## config.mk

```make
export PLATFORM = sky130hd
export DESIGN_NAME = fwg_guard
export DESIGN_NICKNAME = d
export VERILOG_FILES = /design/src/core/fwg_pkg.sv /design/src/core/fwg_lock_check.sv /design/src/core/fwg_guard.sv
export SDC_FILE = /design/constraint.sdc
export NUM_CORES = 1
export LEC_CHECK = 0
export BUFFER_PORTS_ARGS = -buffer_cell sky130_fd_sc_hd__clkbuf_2
export CAP_MARGIN = 20
export CORE_MARGIN = 10
export CORE_UTILIZATION = 45
export CTS_CLUSTER_SIZE = 12
export DETAILED_ROUTE_END_ITERATION = 10
export HOLD_SLACK_MARGIN = 0.06
export PLACE_DENSITY = 0.86
export SLEW_MARGIN = 20
export SYNTH_ARGS = -nofsm -noshare
export SYNTH_HDL_FRONTEND = slang
export SYNTH_SLANG_ARGS = --single-unit
```

## constraint.sdc

```tcl
create_clock -name clk -period 1.54 [get_ports clk]
set_input_delay 0.077 -clock clk [delete_from_list [all_inputs] [get_ports clk]]
set_output_delay 0.077 -clock clk [all_outputs]
set_load 0.02 [all_outputs]
```

## src/core/fwg_pkg.sv

```systemverilog
package fwg_pkg;
   localparam int ADDR_W = 13;
   localparam int DATA_W = 8;
   // 512-byte pages
   localparam int PAGE_SHIFT = 9;
   localparam logic [ADDR_W-1:0] PAGE0_FIRST = 13'h0000;
   localparam logic [ADDR_W-1:0] PAGE0_LAST = 13'h01ff;
   // program store control field positions and reset
   localparam int PSC_WE_BIT = 0;
   localparam int PSC_EE_BIT = 1;
   localparam logic [7:0] PSC_RESET = 8'h00;
   localparam logic [DATA_W-1:0] LOCK_ERASED = 8'hff;
   localparam int BUSY_CYCLES = 4;
   typedef enum logic [1:0] {
      FWG_OP_READ,
      FWG_OP_WRITE,
      FWG_OP_ERASE,
      FWG_OP_XREAD
   } fwg_op_t;
   typedef enum logic [1:0] {
      FWG_SRC_CORE_UNPROT,
      FWG_SRC_CORE_PROT,
      FWG_SRC_DEBUG
   } fwg_src_t;
endpackage

```

## src/core/fwg_lock_check.sv

```systemverilog
module fwg_lock_check #(
   parameter int ADDR_W = 13,
   parameter int DATA_W = 8
) (
   // lock state
   input wire logic [DATA_W-1:0] lock_byte,
   input wire logic [ADDR_W-1:0] lock_byte_addr,
   // access
   input wire logic [ADDR_W-1:0] addr,
   input wire logic guarded_src,
   // verdict
   output logic locked
);
   import fwg_pkg::*;
   logic [DATA_W-1:0] n_pages;
   logic [ADDR_W-1:0] page;
   logic on_lock_page;
   always_comb begin
      n_pages = ~lock_byte;
      page = addr >> PAGE_SHIFT;
      on_lock_page = (page == (lock_byte_addr >> PAGE_SHIFT));
      locked = 1'b0;
      if (guarded_src) begin
         if (ADDR_W'(n_pages) > page) locked = 1'b1;
         if (on_lock_page && lock_byte != LOCK_ERASED) locked = 1'b1;
      end
   end
endmodule

```

## src/core/fwg_guard.sv

```systemverilog
// What this block does and what software must do
// no flash write unless write enable set
// erase needs write and erase enables
// write enable sits in control bit 0
// lock byte blocks unprotected and debug access
// lock inverted-count pages from page 0
// lock byte page locked if any zero
// data moves write, code moves read flash
// hold interrupts pending during flash operation
// software disables interrupts around write enable
// software arms supply monitor before operation
// software checks flash address bounds
// page number compared against lock count
module fwg_guard
   import fwg_pkg::*;
#(
   parameter int ADDR_W = fwg_pkg::ADDR_W,
   parameter int DATA_W = fwg_pkg::DATA_W,
   parameter logic [ADDR_W-1:0] LOCK_ADDR = 13'h1fff,
   parameter int BUSY = fwg_pkg::BUSY_CYCLES
) (
   // clock and reset
   input wire logic clk,
   input wire logic rst_b,
   input wire logic clk_en,
   // control register write port
   input wire logic psc_wr,
   input wire logic [7:0] psc_wdata,
   output logic [7:0] program_store_control,
   // lock byte as read from flash
   input wire logic [DATA_W-1:0] lock_byte,
   // access request
   input wire logic req,
   input wire fwg_pkg::fwg_op_t req_op,
   input wire fwg_pkg::fwg_src_t req_src,
   input wire logic [ADDR_W-1:0] req_addr,
   input wire logic [DATA_W-1:0] req_wdata,
   output logic req_ready,
   output logic req_denied,
   // flash array side
   output logic flash_rd,
   output logic flash_wr,
   output logic flash_erase,
   output logic [ADDR_W-1:0] flash_addr,
   output logic [DATA_W-1:0] flash_wdata,
   input wire logic flash_done,
   // external data ram side
   output logic external_data_ram_rd,
   // interrupt hold
   input wire logic irq_in,
   output logic irq_hold,
   output logic irq_pending
);
   import fwg_pkg::*;
   ////////////////////////////////////////////////////////////////////
   typedef enum logic [1:0] {
      FWG_IDLE,
      FWG_BUSY
   } fwg_state_t;
   fwg_state_t state;
   logic locked;
   logic allowed;
   logic is_mod;
   logic [$clog2(BUSY+1)-1:0] busy_cnt;
   fwg_lock_check #(.ADDR_W(ADDR_W), .DATA_W(DATA_W)) u_lock (
      .lock_byte(lock_byte),
      .lock_byte_addr(LOCK_ADDR),
      .addr(req_addr),
      .guarded_src(req_src != FWG_SRC_CORE_PROT),
      .locked(locked)
   );
   ////////////////////////////////////////////////////////////////////
   always_ff @(posedge clk or negedge rst_b) begin
      if (!rst_b) begin
         program_store_control <= PSC_RESET;
      end else if (clk_en && psc_wr) begin
         // only the two enable bits exist; others read zero
         program_store_control <= 8'h00;
         program_store_control[PSC_WE_BIT] <= psc_wdata[PSC_WE_BIT];
         program_store_control[PSC_EE_BIT] <= psc_wdata[PSC_EE_BIT];
      end
   end
   ////////////////////////////////////////////////////////////////////
   always_comb begin
      is_mod = (req_op == FWG_OP_WRITE) || (req_op == FWG_OP_ERASE);
      allowed = 1'b1;
      unique case (req_op)
         FWG_OP_READ: allowed = !locked;
         FWG_OP_WRITE: allowed = !locked && program_store_control[PSC_WE_BIT];
         FWG_OP_ERASE: allowed = !locked && program_store_control[PSC_WE_BIT]
            && program_store_control[PSC_EE_BIT];
         FWG_OP_XREAD: allowed = 1'b1;
      endcase
      req_ready = (state == FWG_IDLE);
   end
   ////////////////////////////////////////////////////////////////////
   always_ff @(posedge clk or negedge rst_b) begin
      if (!rst_b) begin
         state <= FWG_IDLE;
         busy_cnt <= '0;
         flash_rd <= 1'b0;
         flash_wr <= 1'b0;
         flash_erase <= 1'b0;
         external_data_ram_rd <= 1'b0;
         req_denied <= 1'b0;
         flash_addr <= '0;
         flash_wdata <= '0;
      end else if (clk_en) begin
         flash_rd <= 1'b0;
         flash_wr <= 1'b0;
         flash_erase <= 1'b0;
         external_data_ram_rd <= 1'b0;
         req_denied <= 1'b0;
         unique case (state)
            FWG_IDLE: if (req) begin
               flash_addr <= req_addr;
               flash_wdata <= req_wdata;
               if (!allowed) begin
                  req_denied <= 1'b1;
               end else if (req_op == FWG_OP_XREAD) begin
                  external_data_ram_rd <= 1'b1;
               end else if (req_op == FWG_OP_READ) begin
                  flash_rd <= 1'b1;
               end else begin
                  flash_wr <= (req_op == FWG_OP_WRITE);
                  flash_erase <= (req_op == FWG_OP_ERASE);
                  busy_cnt <= '0;
                  state <= FWG_BUSY;
               end
            end
            FWG_BUSY: begin
               // a floor on busy time: flash_done is ignored until busy_cnt reaches BUSY
               if (busy_cnt < BUSY) busy_cnt <= busy_cnt + 1'b1;
               else if (flash_done) state <= FWG_IDLE;
            end
            default: state <= FWG_IDLE;
         endcase
      end
   end
   ////////////////////////////////////////////////////////////////////
   assign irq_hold = (state == FWG_BUSY);
   always_ff @(posedge clk or negedge rst_b) begin
      if (!rst_b) begin
         irq_pending <= 1'b0;
      end else if (clk_en) begin
         // set needs hold: pending clears once hold drops, and a pulse then is not latched
         if (irq_in && irq_hold) irq_pending <= 1'b1;
         else if (!irq_hold) irq_pending <= 1'b0;
      end
   end
endmodule

```

# After elaboration in Yosys (flattened, before gate mapping)
# Cells that the tools add are included.
# totals
regBits	34
out_inout_bits	37
# op_classes
addsub	1
magnitude_cmp	2
eq_ne	15
mux	41
n_bitwise	1
n_reduce_logical	13
# ops
operator	n
$mux W1	27
$mux W3	5
$reduce_and A7 Y1	2
$mux W2	6
$ne A2 B2 Y1 const B	5
$gt A8 B4 Y1	1
$ne A2 B1 Y1 const B	4
$ne A8 B8 Y1 const B	1
$not A8 Y8	1
$pmux W3 S2	1
$logic_and A1 B1 Y1	5
$eq A2 B1 Y1 const B	2
$eq A2 B2 Y1 const B	2
$eq A4 B4 Y1 const B	1
$logic_not A2 Y1	2
$pmux W1 S4	1
$pmux W2 S2	1
$add A3 B1 Y3 const B	1
$lt A3 B3 Y1 const B	1
$reduce_and A3 Y1	1
$reduce_and A2 Y1	1
$reduce_bool A2 Y1	1
$logic_not A1 Y1	1

# Depth between registers and ports, before layout
# Gate-level depths: netlist of run 1.
# depth
word_depth	12
mapped_depth	7
ltp_nobuf	7

# Hierarchy
# From an unflattened synthesis of run 1, not the netlist that was laid out.
# hier_totals
cells_unflattened	181
area_unflattened_um2	1667.8
# modules_own_cells
module	instances	cells_each	area_each_um2
fwg_guard	1	157	1488.9
fwg_lock_check	1	24	178.9

# Worst setup path after synthesis of run 1
# Ideal clock, no wire load.
# synth_timing
kind	register to register
from	register state[0]
to	register flash_addr[3]
t_arrival_ps	1328
t_required_ps	1415
setup_slack_ps	88
stages_incl_launch_ff	6
n_path_buf	2
synth_period_minus_slack_ps	1452
path_cell_list	dfrtp_1 > buf_6 > nor2b_4 > and2_4 > buf_6 > mux2_2
# synth_via
elab_chain_cells	2
# synth_rtl
element	line_no	rtl
start: declaration	fwg_guard.sv:60	fwg_state_t state;
start signal: assignment	fwg_guard.sv:99	state <= FWG_IDLE;
start signal: assignment	fwg_guard.sv:128	state <= FWG_BUSY;
start signal: assignment	fwg_guard.sv:134	else if (flash_done) state <= FWG_IDLE;
$logic_not A2 Y1	fwg_guard.sv:114	unique case (state)
$reduce_and A3 Y1 (no source line)	--	
end signal: assignment	fwg_guard.sv:116	flash_addr <= req_addr;
end: declaration	fwg_guard.sv:44	output logic [ADDR_W-1:0] flash_addr,
# No other way between the ends.
# A chain may end at the register's enable or synchronous reset.

# Worst setup path in the final report of run 1
# layout_timing
from	register state[0]
to	register state[0]
# layout_via
elab_chain_cells	3
# layout_rtl
element	line_no
$eq A2 B1 Y1 or $logic_not A2 Y1 (tied branches)	fwg_guard.sv:114
$ne A2 B2 Y1 (no source line) or $ne A2 B1 Y1 (tied branches)	--
$reduce_and A7 Y1 (no source line)	--
# Several ways; a longest one is shown, not always the timed one.

==> run metrics, run 1 <==
Max Clk Rate=709 MHz; Slew Viols, Final=0; Post-Synth Adder-Cell Area=0.0377; CTS tree=built; async set-reset flop share out of synthesis=1.00; worst-path fanout max=9; main flop type after synthesis=dfrtp_1; syn avg cell area=11.5 um^2; maximum vdd drop=0.891 mV; mux cell area share after synthesis=0.136; simple-gate portion of the synthesized area=0.104; kind of critical path=register to register; vias in the first global route=1,414; total power=3.65 mW; Post-synth EDFFs=0; sequential area share after synthesis=0.497; first-pass GRT wire length=6820 um; area share of the largest cell type after synthesis=0.497; later-pin clock latency in the skew report=0.28 ns; largest family of logic cells by synthesized area=compound AO/OA/AOI/OAI gates; Pleak=1.17 nW; worst setup margin=0.129 ns; unrepaired setup endpoints after global routing=no; pin count of the biggest net entering global routing=34; initial antenna violation count=0; status=finished, final reports clean; Period Utilization, post-route=0.916; Mapped Cells=144; # Max-Cap Violations=0; Port Buffers=72; post-route setup TNS=0 ns; Iteration-0 DRC Markers=76; Period minus WS final=1.41 ns; synth unique cells=39; Num CTS Buffers=5; crit end category=register; Min-Delay Path Class=input port to register; Post-Syn Area=1660 um^2; largest area contributor in the netlist=dfrtp_1; warnings from Yosys=0; Hold Vio Cnt, Final=0; Total GRT Usage=0.134; routed vias/inst=4.71; Final HPWL DP=3160 um; GP Congestion=0.782; #FFs+latches synth=33; # rows=22; nets@finish=295; Power Density=1570 nW/um^2; setup bufs post-CTS=0; # clock sinks=33; share of post-route cells with drive strength above 1=0.465; P&R area growth vs syn=40.4%; complex-gate fraction of the synthesized area=0.137; Routed Antenna Nets=0; Synth Area in XOR/XNOR=0; fill cell count=312; Die Y-Extent=80.8 um; top post-synthesis cells by area=dfrtp_1 (50%), mux2_2 (14%), ha_1 (3.8%); setup violators final=0; clk root buf=clkbuf_8; die area=6520 um^2; drt first pass iters=4; DP Worst Slack=0.0453 ns; clock buffer depth=2; Initial Utilization=0.461; Top Ports=85; CP Launch Type=register; ant diodes=0; via total after detailed routing=1,372; Reg clk slew, reported paths=0.06 ns; DR WL/cell=14.6 um; Detailed Route WL=4260 um; Layout Skew=0.00300 ns; chip width=80.8 um; Worst Path Arrival=1.58 ns; grt total ovfl=0; H-tree depth=2; CORE AREA=3610 um^2; residual DRC count=0; Worst Path Required=1.71 ns; post-CTS sizing=0
## layer usage
layer	GRT usage	share of wire	up-vias
li1	-	-	691
met5	0	0	-
met2	0.234	0.53	39
met1	0.143	0.37	634
met4	0.0329	0.012	0
met3	0.0618	0.089	8
## power breakdown
| group | internal (mW) | switching (mW) | leakage (nW) |
|---|---|---|---|
| sequential | 1.22 | 0.206 | 0.399 |
| clock | 0.312 | 0.295 | 0.0450 |
| combinational | 0.675 | 0.945 | 0.727 |
## path summary, 6_finish.rpt
path | start | endpoint | slack [ns] | cells past startpoint
max reg2reg | state[0]$_DFFE_PN0P_ | state[0]$_DFFE_PN0P_ | 0.13 | 6
min reg2reg | flash_addr[11]$_DFFE_PN0P_ | flash_addr[11]$_DFFE_PN0P_ | 0.49 | 2
min | req_addr[12] | flash_addr[12]$_DFFE_PN0P_ | 0.07 | 3
max in group asynchronous | rst_b | flash_addr[5]$_DFFE_PN0P_ | 0.89 | 3
max | state[0]$_DFFE_PN0P_ | state[0]$_DFFE_PN0P_ | 0.13 | 6
min in group asynchronous | rst_b | flash_wdata[1]$_DFFE_PN0P_ | 0.35 | 3
## critical path, cell delays in order, from the launching register on
cell and delay [ns]:
dfrtp_1 0.41, buf_4 0.18, inv_1 0.13, nand2_1 0.09
o21ai_1 0.21, o21ai_2 0.11, o21a_1 0.17
## sequential cells by signal, indices dropped and copies added, names as in the netlist, 2 cells and up
signal and cells:
busy_cnt 3, flash_addr 13, flash_wdata 8, program_store_control 2
## through the flow
step           utilization  area [um^2]  instances  hold slack (ns)
2_1_floorplan            -         1680        149           -0.219
3_3_place_gp         0.566         2040        262            0.122
3_5_place_dp         0.566         2040        262            0.121
4_1_cts              0.647         2330        291           0.0656
5_1_grt              0.647         2330        291           0.0645
6_report             0.647         2330        291           0.0702
## what timing repair did
action	4_1_cts	5_1_grt
endpoints found under the hold margin	53	0
setup endpoints to repair	0	0
hold buffers	21	0
## cells in the mapped netlist, drive strengths merged, types with 2 or more instances
master / instances
nand2: 10
nor2: 3
nand4b: 2
mux2: 20
nand4: 2
dfrtp: 33
a21oi: 7
inv: 16
o21ai: 9
buf: 10
o32ai: 2
and4: 2
o211ai: 2
ha: 5
o22ai: 3
nor2b: 2
## placed cells by master, fill, tap and decap left out, types with 2 or more instances in the layout
cell	Yosys	layout
o32ai_2	2	2
nor2b_4	2	2
a21oi_2	2	2
nand4_1	2	2
clkbuf_8	0	5
inv_1	16	16
and4_1	2	2
dfrtp_1	33	33
conb_1	1	6
clkbuf_2	0	72
clkinv_2	0	2
ha_1	5	5
mux2_2	20	20
o21ai_0	7	7
a21oi_1	5	5
nand2_1	9	9
o22ai_1	3	3
nor2_1	3	3
buf_4	6	3
nand4b_1	2	2
dlygate4sd3_1	0	21
## logic make-up (layout without fill, tap and decap cells)
group	Yosys count	in the layout
AO/OA/AOI/OAI	31	31
AND/OR/NAND/NOR	28	28
multiplexers	20	20
adder cells (fa/ha/maj)	5	5
buffers and inverters	26	120
other	1	6
flip-flops	33	33
## final cells by class
class	count	area, um^2	share of cell area
Tap cell	48	60.1	0.0258
Timing Repair Buffer	96	593	0.254
Clock inverter	2	10.0	0.00429
Inverter	16	60.1	0.0258
Multi-Input combinational cell	90	711	0.305
Clock buffer	6	72.6	0.0311
Sequential cell	33	826	0.354
Power figures use the tool's default switching activity.
==> run 2: changes to the inputs <==
==> constraint.sdc (replaced) <==
create_clock -name clk -period 1.6 [get_ports clk]
set_input_delay 0.08 -clock clk [delete_from_list [all_inputs] [get_ports clk]]
set_output_delay 0.08 -clock clk [all_outputs]
set_load 0.02 [all_outputs]
==> run metrics, run 2 (synthesized netlist as in run 1, its figures left out) <==
pin count of the biggest net entering global routing=34 (unchanged); Port Buffers=72 (unchanged); GP Congestion=0.775 (-0.95%); crit end category=register; # Max-Cap Violations=0 (unchanged); clk root buf=clkbuf_8; CORE AREA=3610 um^2 (unchanged); CTS tree=built; drt first pass iters=4 (unchanged); first-pass GRT wire length=6620 um (-2.9%); Min-Delay Path Class=input port to register; Initial Utilization=0.461 (unchanged); Post-Place Cells=262 (unchanged); grt total ovfl=0 (unchanged); setup violators final=0 (unchanged); Final HPWL DP=3190 um (+1.0%); max FFs per register=13 (unchanged); P&R area growth vs syn=39.8%; post-route setup TNS=0 ns (unchanged); nets@finish=294 (-0.34%); vias in the first global route=1,446 (+2.3%); Regs by FF count=flash_addr (13), flash_wdata (8), busy_cnt (3); Worst Path Arrival=1.57 ns (about the same); Critical Path Source=state[0]$_DFFE_PN0P_; hold wc startpoint=irq_in; maximum vdd drop=0.818 mV (-8.2%); Period Utilization, post-route=0.877 (-0.0392); Power Density=1510 nW/um^2 (-3.6%); Hold Vio Cnt, Final=0 (unchanged); fill cell count=304 (-2.6%); commonest non-fill, non-tap cells in the layout=clkbuf_2 (72), dfrtp_1 (33), mux2_2 (20), dlygate4sd3_1 (20), inv_1 (16); total power=3.51 mW (-4.0%); status=finished, final reports clean; Period minus WS final=1.40 ns (-0.00772 ns); Num CTS Buffers=5 (unchanged); # hold bufs at CTS=20 (-4.8%); Routed Antenna Nets=0 (unchanged); Reg clk slew, reported paths=0.06 ns (about the same); Layout Skew=0.00254 ns (-0.000461 ns); CP Launch Type=register; DR WL/cell=14.4 um (-1.6%); share of post-route cells with drive strength above 1=0.467 (+0.00192); routed vias/inst=4.84 (+2.6%); Die Y-Extent=80.8 um (unchanged); H-tree depth=2 (unchanged); Worst Path Required=1.77 ns (+0.06 ns); die area=6520 um^2 (unchanged); later-pin clock latency in the skew report=0.27 ns (about the same); residual DRC count=0 (unchanged); Max Clk Rate=713 MHz (+0.55%); Reg-to-Reg Start=state[0]$_DFFE_PN0P_; setup bufs post-CTS=0 (unchanged); Top Ports=85 (unchanged); commonest non-fill, non-tap cell in the layout=clkbuf_2; initial antenna violation count=0 (unchanged); worst-path fanout max=9 (unchanged); clock buffer depth=2 (unchanged); via total after detailed routing=1,403 (+2.3%); Top reg by flops=flash_addr; Iteration-0 DRC Markers=68 (-11%); Slew Viols, Final=0 (unchanged); # clock sinks=33 (unchanged); post-CTS sizing=0 (unchanged); Total GRT Usage=0.127 (-0.00640); Pleak=1.17 nW (-0.36%); Non-Filler Instances=290 (-0.34%); Detailed Route WL=4170 um (-1.9%); unrepaired setup endpoints after global routing=no; chip width=80.8 um (unchanged); kind of critical path=register to register; # rows=22 (unchanged); ant diodes=0 (unchanged)
[run 2: changes by cell type in the layout (fill, tap and decap cells not counted), sizes merged]
cell / change
dlygate4sd3: -1
[run 2: metal layers]
layer / vias up / part of all wire / routed length, um / GRT usage
li1: 691 / - / - / -
met1: 659 / 0.37 / 1540 / 0.141
met2: 44 / 0.52 / 2180 / 0.217
met3: 9 / 0.088 / 369 / 0.0464
met4: 0 / 0.022 / 90 / 0.0502
met5: - / 0 / 0 / 0
[run 2: critical path, stage by stage (launching register included)]
cell and delay, ns:
dfrtp_1 0.41, buf_4 0.18, inv_1 0.13, nand2_1 0.09, o21ai_1 0.21, o21ai_2 0.10, o21a_1 0.17
[run 2: final timing paths]
path                            cells after the start  slack (ns)                         end
worst min-delay path                                3        0.06     irq_pending$_DFFE_PN0P_
min in group asynchronous                           3        0.37  flash_wdata[1]$_DFFE_PN0P_
worst max register to register                      6        0.20        state[0]$_DFFE_PN0P_
worst min register to register                      2        0.48  flash_addr[12]$_DFFE_PN0P_
worst max-delay path                                6        0.20        state[0]$_DFFE_PN0P_
max in group asynchronous                           3        0.93  flash_addr[11]$_DFFE_PN0P_
[run 2: where the power goes]
group / switching (mW) / internal [mW]
registers: 0.194 / 1.18
clock network: 0.281 / 0.301
logic: 0.909 / 0.648
[run 2: final cells by class]
type                       count  area [um^2]  area share
timing repair buffer          95          583       0.251
clock inverter                 2         10.0     0.00431
sequential                    33          826       0.356
inverter                      16         60.1      0.0259
multi-input combinational     90          711       0.306
clock buffer                   6         72.6      0.0312
tap                           48         60.1      0.0259
[run 2: per-stage QoR]
stage | cell area (um^2) | util | setup WS, ns | hold WS [ns]
finish | 2320 | 0.644 | 0.197 | 0.0633
floorplan | 1680 | - | 0.148 | -0.216
global placement | 2040 | 0.566 | 0.127 | 0.124
detailed placement | 2040 | 0.566 | 0.0990 | 0.126
CTS | 2320 | 0.644 | 0.192 | 0.0601
global route | 2320 | 0.644 | 0.0508 | 0.0631
==> run 3: changes to the inputs <==
--- a/config.mk
+++ b/config.mk
@@ -7,7 +7,7 @@
 export LEC_CHECK = 0
 export BUFFER_PORTS_ARGS = -buffer_cell sky130_fd_sc_hd__clkbuf_2
 export CAP_MARGIN = 20
-export CORE_MARGIN = 10
+export CORE_MARGIN = 2
 export CORE_UTILIZATION = 45
 export CTS_CLUSTER_SIZE = 12
 export DETAILED_ROUTE_END_ITERATION = 10
==> run metrics, run 3 (synthesized netlist as in run 1, its figures left out) <==
commonest non-fill, non-tap cells in the layout=clkbuf_2 (72), dfrtp_1 (33), mux2_2 (20), dlygate4sd3_1 (20), inv_1 (16); clock share of power=0.166 (about the same); # clock sinks=33 (unchanged); Power Density=1500 nW/um^2 (-0.99%); Metal-1 WL=1490 um (-3.3%); met3 routed WL=192 um (-48%); GP Congestion=0.798 (+3.0%); commonest non-fill, non-tap cell in the layout=clkbuf_2; pin count of the biggest net entering global routing=29 (-15%); Hold Vio Cnt, Final=0 (unchanged); post-CTS sizing=0 (unchanged); Top Ports=85 (unchanged); Total GRT Usage=0.179 (+0.0522); clk root buf=clkbuf_8; Non-Filler Instances=290 (unchanged); CORE AREA=3610 um^2 (unchanged); chip width=64.8 um (-20%); max_slew headroom=0.552; worst-path fanout max=20 (+11); post-route setup TNS=0 ns (unchanged); hold wc startpoint=req_addr[10]; grt total ovfl=0 (unchanged); CTS tree=built; first-pass GRT wire length=5810 um (-12%); Top reg by flops=flash_addr; Period Utilization, post-route=0.883 (+0.00612); final core utilization=0.644 (unchanged); Regs by FF count=flash_addr (13), flash_wdata (8), busy_cnt (3); status=finished, final reports clean; Pleak=1.17 nW (unchanged); Port Buffers=72 (unchanged); nets@finish=294 (unchanged); DR WL/cell=12.0 um (-16%); Num CTS Buffers=5 (unchanged); kind of critical path=register to register; CP Launch Type=register; R2R Setup Slk=0.19 ns (about the same); maximum vdd drop=0.971 mV (+19%); Worst Path Required=1.76 ns (about the same); Detailed Route WL=3490 um (-16%); Psw=1.35 mW (-2.4%); # rows=22 (unchanged); P&R area growth vs syn=39.8% (unchanged); share of post-route cells with drive strength above 1=0.467 (unchanged); setup violators final=0 (unchanged); Slew Viols, Final=0 (unchanged); Reg-to-Reg Start=state[0]$_DFFE_PN0P_; met2 WL=1760 um (-19%); Max Clk Rate=708 MHz (-0.69%); max FFs per register=13 (unchanged); Area after DPL=2040 um^2 (unchanged); Die Y-Extent=64.8 um (-20%); switching part of the total=0.389 (-0.00562); crit end category=register; Post-Place Cells=262 (unchanged); final instance area=2320 um^2 (unchanged); reg2reg end=flash_addr[8]$_DFFE_PN0P_; clock buffer depth=2 (unchanged); Worst Hold Path EP=flash_addr[10]$_DFFE_PN0P_; via total after detailed routing=1,394 (-0.64%); initial antenna violation count=0 (unchanged); later-pin clock latency in the skew report=0.27 ns (about the same); Routed Antenna Nets=0 (unchanged); Initial Utilization=0.461 (unchanged); # Max-Cap Violations=0 (unchanged); Min-Delay Path Class=input port to register; Reg clk slew, reported paths=0.06 ns (about the same); total power=3.48 mW (-0.99%); Critical Path Source=state[0]$_DFFE_PN0P_; residual DRC count=0 (unchanged); reg2reg path depth=3 (-3); vias in the first global route=1,375 (-4.9%); worst-margin pin slew=0.672 ns; Worst Hold Depth=3 (unchanged); drt first pass iters=4 (unchanged); Period minus WS final=1.41 ns (+0.00979 ns); Final HPWL DP=2540 um (-20%); ant diodes=0 (unchanged); Seq pwr share=0.397 (+0.007); routed vias/inst=4.81 (-0.64%); fill cell count=300 (-1.3%); Layout Skew=0.00193 ns (-0.000610 ns); Logic pwr share=0.436 (-0.008); H-tree depth=2 (unchanged); Worst Path Arrival=1.57 ns (about the same); Max Used Layer=met4; die area=4190 um^2 (-36%); Power Internal=2.12 mW (about the same); Iteration-0 DRC Markers=42 (-38%); unrepaired setup endpoints after global routing=no
==> run 3: worst max-delay path by stage <==
stage / endpoint / slack (ns) / cells after the start
after floorplan: flash_addr[3]$_DFFE_PN0P_ / 0.15 / 5
after global placement: req_denied$_DFFE_PN0P_ / 0.13 / 8
after detailed placement: req_denied$_DFFE_PN0P_ / 0.12 / 8
after CTS: flash_wdata[2]$_DFFE_PN0P_ / 0.18 / 3
after global routing: flash_addr[2]$_DFFE_PN0P_ / 0.13 / 3
final: flash_addr[8]$_DFFE_PN0P_ / 0.19 / 3
==> run 3: layout make-up <==
type	count	area, um^2	area share
inverters	16	60.1	0.0259
clock inverters	2	10.0	0.00431
well taps	48	60.1	0.0259
clock buffers	6	72.6	0.0312
repair buffers	95	583	0.251
flip-flops and latches	33	826	0.356
multi-input cells	90	711	0.306
==> run 3: through the flow <==
stage / setup WS (ns) / hold slack (ns)
final: 0.187 / 0.0801
after global routing: 0.126 / 0.0883
after CTS: 0.182 / 0.0756
after detailed placement: 0.121 / 0.160
after global placement: 0.128 / 0.141
after floorplan: 0.148 / -0.216
==> run 3: critical path, stage by stage, from the launching register on <==
cell and delay [ns]:
dfrtp_1 0.43, nor2b_4 0.16, and2_4 0.32, mux2_2 0.37
==> run 3: power groups by stage <==
stage | sequential (mW) | combinational (mW) | clock [mW]
floorplan | 1.76 | 0.641 | 0
global placement | 1.38 | 1.46 | 0
detailed placement | 1.40 | 1.49 | 0
CTS | 1.38 | 1.53 | 0.601
global route | 1.43 | 1.65 | 0.639
finish | 1.38 | 1.52 | 0.578
==> run 3: routing by layer <==
| layer | vias to the layer above | global-route usage |
|---|---|---|
| met2 | 49 | 0.314 |
| li1 | 688 | - |
| met5 | - | 0 |
| met3 | 6 | 0.0469 |
| met1 | 651 | 0.211 |
| met4 | 0 | 0.0638 |
==> run 3: what timing repair did <==
action                                  4_1_cts  5_1_grt
buffers inserted                              0        0
hold endpoints to repair                     46        0
hold buffers                                 20        0
endpoints found under the setup margin        0        0
